==> src/shared/fdrm_defs.vh <==
// constants for the direct read mode controller
`ifndef FDRM_DEFS_VH
`define FDRM_DEFS_VH

`define FDRM_CLK_MHZ 250
`define FDRM_T_VSL_US 300
`define FDRM_T_VSL_4K_US 4500
`define FDRM_T_VSL_32K_US 36000
`define FDRM_T_POLL_WAIT_US 100

`define FDRM_CMD_FAST_READ 8'h0b
`define FDRM_CMD_DOUT_READ 8'h3b
`define FDRM_CMD_QOUT_READ 8'h6b
`define FDRM_CMD_DIO_READ 8'hbb
`define FDRM_CMD_QIO_READ 8'heb
`define FDRM_CMD_RD_STATUS 8'h05
`define FDRM_CMD_RD_FLAG 8'h70
`define FDRM_CMD_WR_EN 8'h06
`define FDRM_CMD_WR_DIS 8'h04
`define FDRM_CMD_RST_ARM 8'h66
`define FDRM_CMD_RST_EXE 8'h99
`define FDRM_CMD_WR_VCFG 8'h81

`define FDRM_VCFG_MODE_BIT 3
`define FDRM_NV_MODE_OFF 3'h7
`define FDRM_SR_BUSY_BIT 0
`define FDRM_SR_WEL_BIT 1
`define FDRM_FSR_READY_BIT 7
`define FDRM_ADDR_BITS 6'h18
`define FDRM_CMD_BITS 6'h08

`define FDRM_PROTO_EXT 2'h0
`define FDRM_PROTO_DUAL 2'h1
`define FDRM_PROTO_QUAD 2'h2

`define FDRM_RESCUE_A 6'h07
`define FDRM_RESCUE_B 6'h09
`define FDRM_RESCUE_C 6'h0d
`define FDRM_RESCUE_D 6'h11
`define FDRM_RESCUE_E 6'h19
`define FDRM_RESCUE_F 6'h21

`endif

==> src/design/fdrm_ctrl.v <==
// direct read mode entry, exit, rescue and power-up control of a serial flash
// Notes on behaviour
// - volatile config bit 3 written 0 arms direct read mode, not yet active.
// - armed mode becomes active when next quick read confirm bit is 0.
// - active mode starts each access from address alone after select toggle.
// - confirm bit 0 keeps mode; confirm bit 1 leaves to normal commands.
// - leaving the mode sets volatile config bit 3 back to 1.
// - basic variant enters mode on confirm 0 without the volatile bit.
// - nonvolatile bits [11:9] select power-up straight into direct read mode.
// - confirm bit sampled from io_line_zero in first dummy clock.
// - other data lines ignored during that first dummy clock.
// - reset pin low pulse ends mode, restores nonvolatile state; quad only deselected.
// - rescue bursts end mode only; reset arm then execute resets device.
// - below power-on threshold logic held in reset, no instruction answered.
// - during power-up init only status and flag status reads accepted.
// - after power-up latches cleared and lock pair reads (0,0).
// - flag ready bit 0 while internal operation runs, 1 when done.
// - power-up polling on single line; commands on line zero, data line one.
// - ready time stretches to 4.5ms or 36ms after interrupted subsector erase.
`timescale 1ns/1ps
`default_nettype none
`include "fdrm_defs.vh"

module fdrm_ctrl #(
    parameter READY_CYC = `FDRM_T_VSL_US * `FDRM_CLK_MHZ,
    parameter READY_4K_CYC = `FDRM_T_VSL_4K_US * `FDRM_CLK_MHZ,
    parameter READY_32K_CYC = `FDRM_T_VSL_32K_US * `FDRM_CLK_MHZ
) (
    input wire clk_sys,
    input wire rst_b,
    input wire sclk,
    input wire cs_b,
    input wire [3:0] dq_in,
    input wire hw_rst_b,
    input wire reset_pin_en,
    input wire [1:0] proto,
    input wire [2:0] nv_mode_sel,
    input wire basic_variant,
    input wire [1:0] erase_intr,
    input wire op_busy,
    output reg io_line_one,
    output reg io_line_one_oe_b,
    output reg direct_read_mode,
    output reg vcfg_mode_b,
    output reg wel,
    output reg wip,
    output reg write_lock,
    output reg lock_down,
    output reg dev_ready,
    output reg cmd_rejected,
    output reg soft_reset
);

    localparam S_IDLE = 3'h0;
    localparam S_CMD = 3'h1;
    localparam S_ADDR = 3'h2;
    localparam S_DUMMY = 3'h3;
    localparam S_DATA = 3'h4;
    localparam S_WDATA = 3'h5;
    localparam S_SKIP = 3'h6;

    // two-stage synchronisers, third stage for edges
    reg [7:0] sync1;
    reg [7:0] sync2;
    reg sclk_d;
    reg cs_d;
    reg hrst_d;

    wire sclk_s = sync2[0];
    wire cs_s = sync2[1];
    wire hrst_s = sync2[2];
    wire [3:0] dq_s = sync2[7:4];
    wire sclk_rise = sclk_s & ~sclk_d;
    wire sclk_fall = ~sclk_s & sclk_d;
    wire frame_start = ~cs_s & cs_d;
    wire frame_end = cs_s & ~cs_d;

    reg [2:0] state;
    reg [7:0] cmd;
    reg [7:0] shift_in;
    reg [7:0] shift_out;
    reg [5:0] bit_cnt;
    reg [5:0] clk_cnt;
    reg ones;
    reg cmd_ok;
    reg byte_ok;
    reg rst_armed;
    reg booted;
    reg init_busy;
    reg [23:0] init_cnt;

    wire nv_boot_mode = (nv_mode_sel != `FDRM_NV_MODE_OFF);
    wire armed = ~vcfg_mode_b | basic_variant;

    // polling during init is forced to one line
    reg [5:0] lanes;
    always @* begin
        if (init_busy) begin
            lanes = 6'h01;
        end else if (proto == `FDRM_PROTO_QUAD) begin
            lanes = 6'h04;
        end else if (proto == `FDRM_PROTO_DUAL) begin
            lanes = 6'h02;
        end else begin
            lanes = 6'h01;
        end
    end

    reg [7:0] shifted;
    always @* begin
        case (lanes)
            6'h04: shifted = {shift_in[3:0], dq_s[3:0]};
            6'h02: shifted = {shift_in[5:0], dq_s[1:0]};
            default: shifted = {shift_in[6:0], dq_s[0]};
        endcase
    end

    wire [5:0] next_bit_cnt = bit_cnt + lanes;
    wire is_read = (shifted == `FDRM_CMD_FAST_READ) || (shifted == `FDRM_CMD_DOUT_READ) ||
        (shifted == `FDRM_CMD_QOUT_READ) || (shifted == `FDRM_CMD_DIO_READ) ||
        (shifted == `FDRM_CMD_QIO_READ);
    wire is_poll = (shifted == `FDRM_CMD_RD_STATUS) || (shifted == `FDRM_CMD_RD_FLAG);
    wire busy_now = init_busy | op_busy;
    wire rescue_len = (clk_cnt == `FDRM_RESCUE_A) || (clk_cnt == `FDRM_RESCUE_B) ||
        (clk_cnt == `FDRM_RESCUE_C) || (clk_cnt == `FDRM_RESCUE_D) ||
        (clk_cnt == `FDRM_RESCUE_E) || (clk_cnt == `FDRM_RESCUE_F);
    // reset pulse, quad only while deselected
    wire pin_reset = reset_pin_en & ~hrst_s & hrst_d &
        ((proto != `FDRM_PROTO_QUAD) | cs_s);
    wire sw_reset = frame_end & (state == S_SKIP) & cmd_ok & rst_armed &
        (cmd == `FDRM_CMD_RST_EXE);

    always @(posedge clk_sys or negedge rst_b) begin
        if (!rst_b) begin
            sync1 <= 8'h06;
            sync2 <= 8'h06;
            sclk_d <= 1'b0;
            cs_d <= 1'b1;
            hrst_d <= 1'b1;
        end else begin
            sync1 <= {dq_in, 1'b0, hw_rst_b, cs_b, sclk};
            sync2 <= sync1;
            sclk_d <= sclk_s;
            cs_d <= cs_s;
            hrst_d <= hrst_s;
        end
    end

    // power-on reset holds everything; ready time by erase history
    always @(posedge clk_sys or negedge rst_b) begin
        if (!rst_b) begin
            booted <= 1'b0;
            init_busy <= 1'b1;
            init_cnt <= 24'h000000;
            dev_ready <= 1'b0;
        end else if (!booted) begin
            booted <= 1'b1;
            if (erase_intr[1]) begin
                init_cnt <= READY_32K_CYC[23:0];
            end else if (erase_intr[0]) begin
                init_cnt <= READY_4K_CYC[23:0];
            end else begin
                init_cnt <= READY_CYC[23:0];
            end
        end else if (init_busy) begin
            if (init_cnt <= 24'h000001) begin
                init_busy <= 1'b0;
                dev_ready <= 1'b1;
            end else begin
                init_cnt <= init_cnt - 24'h000001;
            end
        end
    end

    // busy status bit wip follows the running operation
    always @(posedge clk_sys or negedge rst_b) begin
        if (!rst_b) begin
            wip <= 1'b0;
        end else begin
            wip <= op_busy;
        end
    end

    // dynamic protection pair comes up cleared
    always @(posedge clk_sys or negedge rst_b) begin
        if (!rst_b) begin
            write_lock <= 1'b0;
            lock_down <= 1'b0;
        end else if (pin_reset | sw_reset) begin
            write_lock <= 1'b0;
            lock_down <= 1'b0;
        end
    end

    always @(posedge clk_sys or negedge rst_b) begin
        if (!rst_b) begin
            state <= S_IDLE;
            cmd <= 8'h00;
            shift_in <= 8'h00;
            shift_out <= 8'h00;
            bit_cnt <= 6'h00;
            clk_cnt <= 6'h00;
            ones <= 1'b0;
            cmd_ok <= 1'b0;
            byte_ok <= 1'b0;
            rst_armed <= 1'b0;
            direct_read_mode <= 1'b0;
            vcfg_mode_b <= 1'b1;
            wel <= 1'b0;
            io_line_one <= 1'b0;
            io_line_one_oe_b <= 1'b1;
            cmd_rejected <= 1'b0;
            soft_reset <= 1'b0;
        end else begin
            cmd_rejected <= 1'b0;
            soft_reset <= 1'b0;
            if (!booted) begin
                // nonvolatile selection boots straight into the mode
                direct_read_mode <= nv_boot_mode;
            end else if (pin_reset | sw_reset) begin
                direct_read_mode <= nv_boot_mode;
                vcfg_mode_b <= 1'b1;
                wel <= 1'b0;
                rst_armed <= 1'b0;
                state <= S_IDLE;
                io_line_one_oe_b <= 1'b1;
                soft_reset <= 1'b1;
            end else if (frame_start) begin
                clk_cnt <= 6'h00;
                ones <= 1'b1;
                bit_cnt <= 6'h00;
                cmd_ok <= 1'b0;
                byte_ok <= 1'b0;
                if (direct_read_mode) begin
                    state <= S_ADDR;
                    cmd <= `FDRM_CMD_FAST_READ;
                end else begin
                    state <= S_CMD;
                end
            end else if (frame_end) begin
                state <= S_IDLE;
                io_line_one_oe_b <= 1'b1;
                if (ones && rescue_len) begin
                    direct_read_mode <= 1'b0;
                    vcfg_mode_b <= 1'b1;
                end else if (state == S_SKIP && cmd_ok) begin
                    rst_armed <= (cmd == `FDRM_CMD_RST_ARM);
                    if (cmd == `FDRM_CMD_WR_EN) begin
                        wel <= 1'b1;
                    end else if (cmd == `FDRM_CMD_WR_DIS) begin
                        wel <= 1'b0;
                    end else if (cmd == `FDRM_CMD_WR_VCFG && byte_ok && wel) begin
                        vcfg_mode_b <= shift_in[`FDRM_VCFG_MODE_BIT];
                        wel <= 1'b0;
                    end
                end
            end else if (!cs_s && sclk_rise) begin
                if (clk_cnt != 6'h3f) begin
                    clk_cnt <= clk_cnt + 6'h01;
                end
                ones <= ones & dq_s[0] & dq_s[3];
                case (state)
                    S_CMD: begin
                        shift_in <= shifted;
                        bit_cnt <= next_bit_cnt;
                        if (next_bit_cnt == `FDRM_CMD_BITS) begin
                            cmd <= shifted;
                            bit_cnt <= 6'h00;
                            if (init_busy && !is_poll) begin
                                state <= S_SKIP;
                                cmd_rejected <= 1'b1;
                            end else if (is_read) begin
                                state <= S_ADDR;
                            end else if (is_poll) begin
                                state <= S_DATA;
                                if (shifted == `FDRM_CMD_RD_STATUS) begin
                                    shift_out <= {6'h00, wel, busy_now};
                                end else begin
                                    shift_out <= {~busy_now, 7'h00};
                                end
                            end else if (shifted == `FDRM_CMD_WR_VCFG) begin
                                state <= S_WDATA;
                                cmd_ok <= 1'b1;
                            end else begin
                                state <= S_SKIP;
                                cmd_ok <= 1'b1;
                            end
                        end
                    end
                    S_ADDR: begin
                        bit_cnt <= next_bit_cnt;
                        if (next_bit_cnt >= `FDRM_ADDR_BITS) begin
                            state <= S_DUMMY;
                        end
                    end
                    S_DUMMY: begin
                        state <= S_SKIP;
                        if (direct_read_mode) begin
                            // keep on 0, leave on 1
                            if (dq_s[0]) begin
                                direct_read_mode <= 1'b0;
                                vcfg_mode_b <= 1'b1;
                            end
                        end else if (armed && !dq_s[0]) begin
                            direct_read_mode <= 1'b1;
                        end
                    end
                    S_WDATA: begin
                        shift_in <= shifted;
                        bit_cnt <= next_bit_cnt;
                        if (next_bit_cnt == `FDRM_CMD_BITS) begin
                            byte_ok <= 1'b1;
                            state <= S_SKIP;
                        end
                    end
                    default: begin
                        state <= state;
                    end
                endcase
            end else if (!cs_s && sclk_fall && state == S_DATA) begin
                // status byte repeats while clocked
                io_line_one <= shift_out[7];
                io_line_one_oe_b <= 1'b0;
                shift_out <= {shift_out[6:0], shift_out[7]};
            end
        end
    end

endmodule // fdrm_ctrl
`default_nettype wire

==> config.mk <==
export PLATFORM = sky130hd
export DESIGN_NAME = fdrm_ctrl
export DESIGN_NICKNAME = d
export VERILOG_FILES = /design/src/design/fdrm_ctrl.v
export VERILOG_INCLUDE_DIRS = /design/src /design/src/shared
export SDC_FILE = /design/constraint.sdc
export NUM_CORES = 1
export LEC_CHECK = 0
export BUFFER_PORTS_ARGS = -buffer_cell sky130_fd_sc_hd__buf_2
export CORE_UTILIZATION = 59
export CTS_BUF_LIST = sky130_fd_sc_hd__clkbuf_8
export DETAILED_ROUTE_END_ITERATION = 8
export PLACE_DENSITY = 0.78
export SYNTH_ARGS = -nofsm -noshare
export SYNTH_HDL_FRONTEND = slang
export SYNTH_SLANG_ARGS = --single-unit
==> constraint.sdc <==
create_clock -name clk_sys -period 10.8 [get_ports clk_sys]
set_clock_uncertainty 0.2 [all_clocks]
set_input_delay 1.62 -clock clk_sys [delete_from_list [all_inputs] [get_ports clk_sys]]
set_output_delay 1.62 -clock clk_sys [all_outputs]
set_load 0.05 [all_outputs]
==> results of run 1 <==
==> logic make-up (layout without fill, tap and decap cells) <==
kind of cell / after synthesis / after routing / synth area share
compound gates: 143 / 143 / 0.184
simple gates: 210 / 210 / 0.217
flops: 94 / 94 / 0.465
xor+xnor: 22 / 22 / 0.0379
buf+inv: 47 / 72 / 0.0362
fa+ha+maj: 12 / 12 / 0.0305
mux: 13 / 13 / 0.0276
other cells: 2 / 3 / 0.00148
==> through the flow <==
step                worst slack [ps]  instance area (µm²)  hold slack [ps]   util
finish                          5430                 5490              149  0.665
global route                    4970                 5490              154  0.665
CTS                             5500                 5490              148  0.665
detailed placement              5070                 5300              135  0.641
global placement                5260                 5300              133  0.641
floorplan                       5940                 5080              131      -
==> worst max-delay path, cell delays in order <==
cell	delay, ps
buf_2	90
inv_1	40
ha_1	360
nor2_1	550
inv_1	180
ha_1	270
fa_1	490
xnor2_1	320
xnor2_1	160
nand4b_1	200
nor2_1	100
o22ai_1	770
a21oi_1	90
a21o_1	200
==> power breakdown <==
part / total, mW / internal [mW] / switching [mW]
registers: 0.455 / 0.399 / 0.0566
logic: 0.188 / 0.0754 / 0.112
clock network: 0.225 / 0.0888 / 0.136
total: 0.868 / 0.563 / 0.305
==> layout make-up <==
cell class	instances	area share
multi-input combinational	403	0.462
sequential	94	0.431
timing repair buffer	32	0.0319
tap	105	0.0239
clock buffer	9	0.0226
inverter	24	0.0164
clock inverter	7	0.0125
==> state kept, by name, indices dropped and copies added (netlist names), 3 cells and up <==
name       flops
sync1          7
init_cnt      24
sync2          7
shift_out      8
bit_cnt        6
clk_cnt        6
cmd            8
shift_in       7
state          3
==> worst paths after layout <==
check	startpoint	to	slack (ps)
worst max-delay path	proto[0]	cmd[3]$_DFFE_PN0P_	5430
min in group asynchronous	rst_b	bit_cnt[2]$_DFFE_PN0P_	970
max in group asynchronous	rst_b	shift_in[0]$_DFFE_PN0P_	8310
worst min-delay path	sync1[4]$_DFF_PN0_	sync2[4]$_DFF_PN0_	150
worst max register to register	init_busy$_DFFE_PN1P_	cmd[3]$_DFFE_PN0P_	6630
worst min register to register	sync1[4]$_DFF_PN0_	sync2[4]$_DFF_PN0_	150
==> routing by layer <==
metal,routed length [µm],GRT usage,vias up
met3,739,0.0523,28
met1,5110,0.365,2063
met4,265,0.131,0
met2,5590,0.457,173
li1,-,-,2003
met5,0,0,-
==> placed cells by master, fill, tap and decap left out, drive strengths merged, types with 3 or more instances in the layout <==
| cell | instances |
|---|---|
| dfrtp | 85 |
| nand2 | 54 |
| nor2 | 49 |
| a21oi | 35 |
| o21ai | 35 |
| buf | 32 |
| inv | 26 |
| nor3 | 22 |
| nor2b | 12 |
| xnor2 | 12 |
| o31ai | 11 |
| xor2 | 10 |
| a21o | 10 |
| ha | 10 |
| o211ai | 9 |
| nand3 | 9 |
| clkbuf | 9 |
| dfstp | 9 |
| nor4 | 9 |
| or3 | 9 |
| nand2b | 8 |
| mux2 | 8 |
| a31oi | 7 |
| and3 | 7 |
| nand4 | 6 |
| a22o | 6 |
| mux2i | 5 |
| or4 | 5 |
| clkinv | 5 |
| o22ai | 4 |
| nand4b | 3 |
| and4 | 3 |
| nor3b | 3 |
| conb | 3 |
==> reports/qor.yml, run 1 <==
post-route-period-util: 0.497
slew_headroom: 0.312
power.total_mw: 0.868
ys_ff_latch: 94
fin_crit_ps: 5370
finalHoldViolCount: 0
track_usage: 0.282
synth.top_cell.area_share: 0.419
synth_ff_type: "dfrtp_1"
cts_setup_buffers: 0
synth_top_area_cell: "dfrtp_1"
wl_per_cell_um: 17.4
synth_enable_flop_cells: 0
coreArea_um2: 8260
yosysMostFrequentCell: "dfrtp_1"
grt_max_degree: 62
nets: 594
seq_area_um2: 2360
leakage_nw: 2.38
drc: 0
fp.dieArea_um2: 8990
portBuffers: 27
viasPerCell: 6.33
vias: 4267
synth.yosys.seq_area_share: 0.465
start_util: 0.615
crit_arrival_ps: 5440
avgSynthCellArea_um2: 9.36
cp-end-kind: "flop"
ys_top_cells_by_area: "dfrtp_1 42%, dfstp_2 4.7%, nand2_1 4.0%"
n_antenna_cell: 0
gp_congestion: 0.882
yosys_warnings: 0
ys_top_cells_by_count: "85 x dfrtp_1, 54 x nand2_1, 49 x nor2_1"
die_y_um: 94.8
critical_path.max_fanout: 16
syn2layout_area_growth_pct: 8.05
rows: 33
cts_buffers: 9
maxCapViolCount: 0
firstDrtPassIters: 6
io_pins: 30
start_kind: "primary input"
drt_iter0_drc: 280
die_w_um: 94.8
grt_pass1_vias: 4134
synth.distinct_cells: 70
clock_insertion_delay_worst_skew_ps: 370
hold_depth: 0
finalSetupTns_ps: 0
drv_slew: 0
root_buffer: "clkbuf_8"
worstMarginPinSlew_ps: 1020
rsz0062_at_grt: "false"
drt_wl_total_um: 11700
multi_input_area_um2: 2540
fmax_mhz: 186
cts-htree-levels: 3
worst-r2r-cell-count: 11
clock-sinks: 94
clk_pin_slew_ps: 100
ant_nets: 0
netlist_area_um2: 5080
outcome: "complete, no violations"
fill_cells: 662
cts_resized: 0
cts_max_path_buffers: 2
hold_buffers: 0
drive_above_1_share: 0.130
stdcell_count: 674
irDropWorstVdd_v: 0.000111
pwr_density_cell_nw_per_um2: 158
cts_tree: "built"
dp.cells: 658
synthArstFlopShare: 1.00
hp-class: "flop to flop"
dp_hpwl_um: 8410
setup_viol: 0
antenna_found_initial: 0
grt_pass1_wl_um: 19400
syn_inst: 543
required_ps: 10870
grt_overflow: 0
path_class: "primary input to flop"
Note: power is estimated with default switching activity, not from simulation.
==> inputs of run 2 (changes only) <==
CORE_UTILIZATION = 57   (was 59)
clock period = 4.7 ns   (was 10.8 ns; I/O delays follow)
==> run 2 against run 1 <==
- final area rose by 1.4%
- routed wire length shrank 4.3%
- first-iteration DRC count increased by 26%
- non-clock buffer count is 5 higher
- highest routed layer unchanged
- flip-flop and latch count stayed put
- count of clock-buffer cells in the layout stayed put
- total power increased by 140%
- largest power group unchanged
- critical path depth down 1
- combinational power rose by 130%
- via count down 1.6%
- sequential power is 130% higher
- cell count increased by 1.2%
==> reports/qor.yml, run 2 (synthesis gave the netlist of run 1 again) <==
outcome: "complete, no violations"
fin_area_um2: 5560
hold_ws_ps: 158
stdcell_count: 682
firstDrtPassIters: 5
fp.dieArea_um2: 9290
grt_overflow: 0
clock-sinks: 94
wl_per_cell_um: 16.4
final_cell_mix: "85 x dfrtp_1, 54 x nand2_1, 49 x nor2_1, 35 x a21oi_1, 34 x o21ai_0"
portBuffers: 27
rsz0062_at_grt: "false"
finalHoldViolCount: 0
post-route-period-util: 0.854
irDropWorstVdd_v: 0.000300
coreArea_um2: 8680
critical_path.max_fanout: 16
final_common_cell: "dfrtp_1"
grt_pass1_vias: 3851
root_buffer: "clkbuf_8"
cts_setup_buffers: 0
pwr_density_cell_nw_per_um2: 376
crit_arrival_ps: 4000
rows: 34
setup_viol: 0
gp_congestion: 0.873
largest_register_ffs: 24
track_usage: 0.260
rrSetupSlack_ps: 890
cts_buffers: 9
fin_crit_ps: 4010
die_y_um: 96.4
start_util: 0.585
finalSetupTns_ps: 0
grt_pass1_wl_um: 18500
power.total_mw: 2.09
cts-htree-levels: 3
slew_headroom: 0.270
clk_pin_slew_ps: 90
maxCapViolCount: 0
hp-class: "flop to flop"
nets: 599
ant_nets: 0
postPlaceCellArea_um2: 5340
vias: 4200
clock_insertion_delay_worst_skew_ps: 370
fmax_mhz: 249
antenna_found_initial: 0
cts_max_path_buffers: 2
hold_buffers: 0
dp_hpwl_um: 7810
reg_top3: "init_cnt x24, cmd x8, shift_out x8"
drt_wl_total_um: 11200
drive_above_1_share: 0.138
fill_cells: 709
syn2layout_area_growth_pct: 9.53
cts_tree: "built"
fin_util: 0.641
cts_resized: 0
drt_iter0_drc: 354
worstMarginPinSlew_ps: 1090
path_class: "primary input to flop"
largest-register: "init_cnt"
grt_max_degree: 66
required_ps: 4690
viasPerCell: 6.16
die_w_um: 96.4
start_kind: "primary input"
io_pins: 30
place_ws_ps: 324
drv_slew: 0
layout_setup_ws_ps: 685
drc: 0
cp-end-kind: "flop"
n_antenna_cell: 0
leakage_nw: 2.42
dp.cells: 666
[run 2: changes by cell type in the layout (fill, tap and decap cells not counted), sizes merged]
cell      before  now
buf           32   37
bufinv         0    2
clkinv         5    0
clkinvlp       0    1
inv           26   28
[run 2: worst paths after layout]
path / end / startpoint / cells after the start
max: cmd[1]$_DFFE_PN0P_ / proto[0] / 13
min: sync2[6]$_DFF_PN0_ / sync1[6]$_DFF_PN0_ / 0
max reg2reg: cmd[1]$_DFFE_PN0P_ / init_busy$_DFFE_PN1P_ / 9
min reg2reg: sync2[6]$_DFF_PN0_ / sync1[6]$_DFF_PN0_ / 0
max in group asynchronous: cs_d$_DFF_PN1_ / rst_b / 2
min in group asynchronous: bit_cnt[1]$_DFFE_PN0P_ / rst_b / 1
[run 2: area by class of cell]
type,count,area (µm²),area share
repair buffers,37,213,0.0382
flip-flops and latches,94,2360,0.425
inverters,24,90.1,0.0162
clock inverters,7,103,0.0184
well taps,108,135,0.0243
multi-input cells,403,2540,0.456
clock buffers,9,124,0.0223
[run 2: where the power goes]
part           switching (mW)  internal, mW
logic                   0.259         0.178
registers               0.123         0.916
clock network           0.309         0.307
total                   0.690          1.40
[run 2: critical path, stage by stage]
cell,delay (ps)
buf_2,90
inv_1,40
ha_1,360
nor2_1,150
inv_1,100
ha_1,230
fa_1,490
xnor2_1,310
xnor2_1,170
nand4b_1,180
nor2_1,100
o22ai_1,830
o21ai_0,260
[run 2: layer usage]
| layer | up-vias | global-route usage | routed length [µm] |
|---|---|---|---|
| met5 | - | 0 | 0 |
| met4 | 0 | 0.0993 | 200 |
| met3 | 19 | 0.0399 | 551 |
| met2 | 123 | 0.407 | 5290 |
| met1 | 2044 | 0.367 | 5150 |
| li1 | 2014 | - | - |
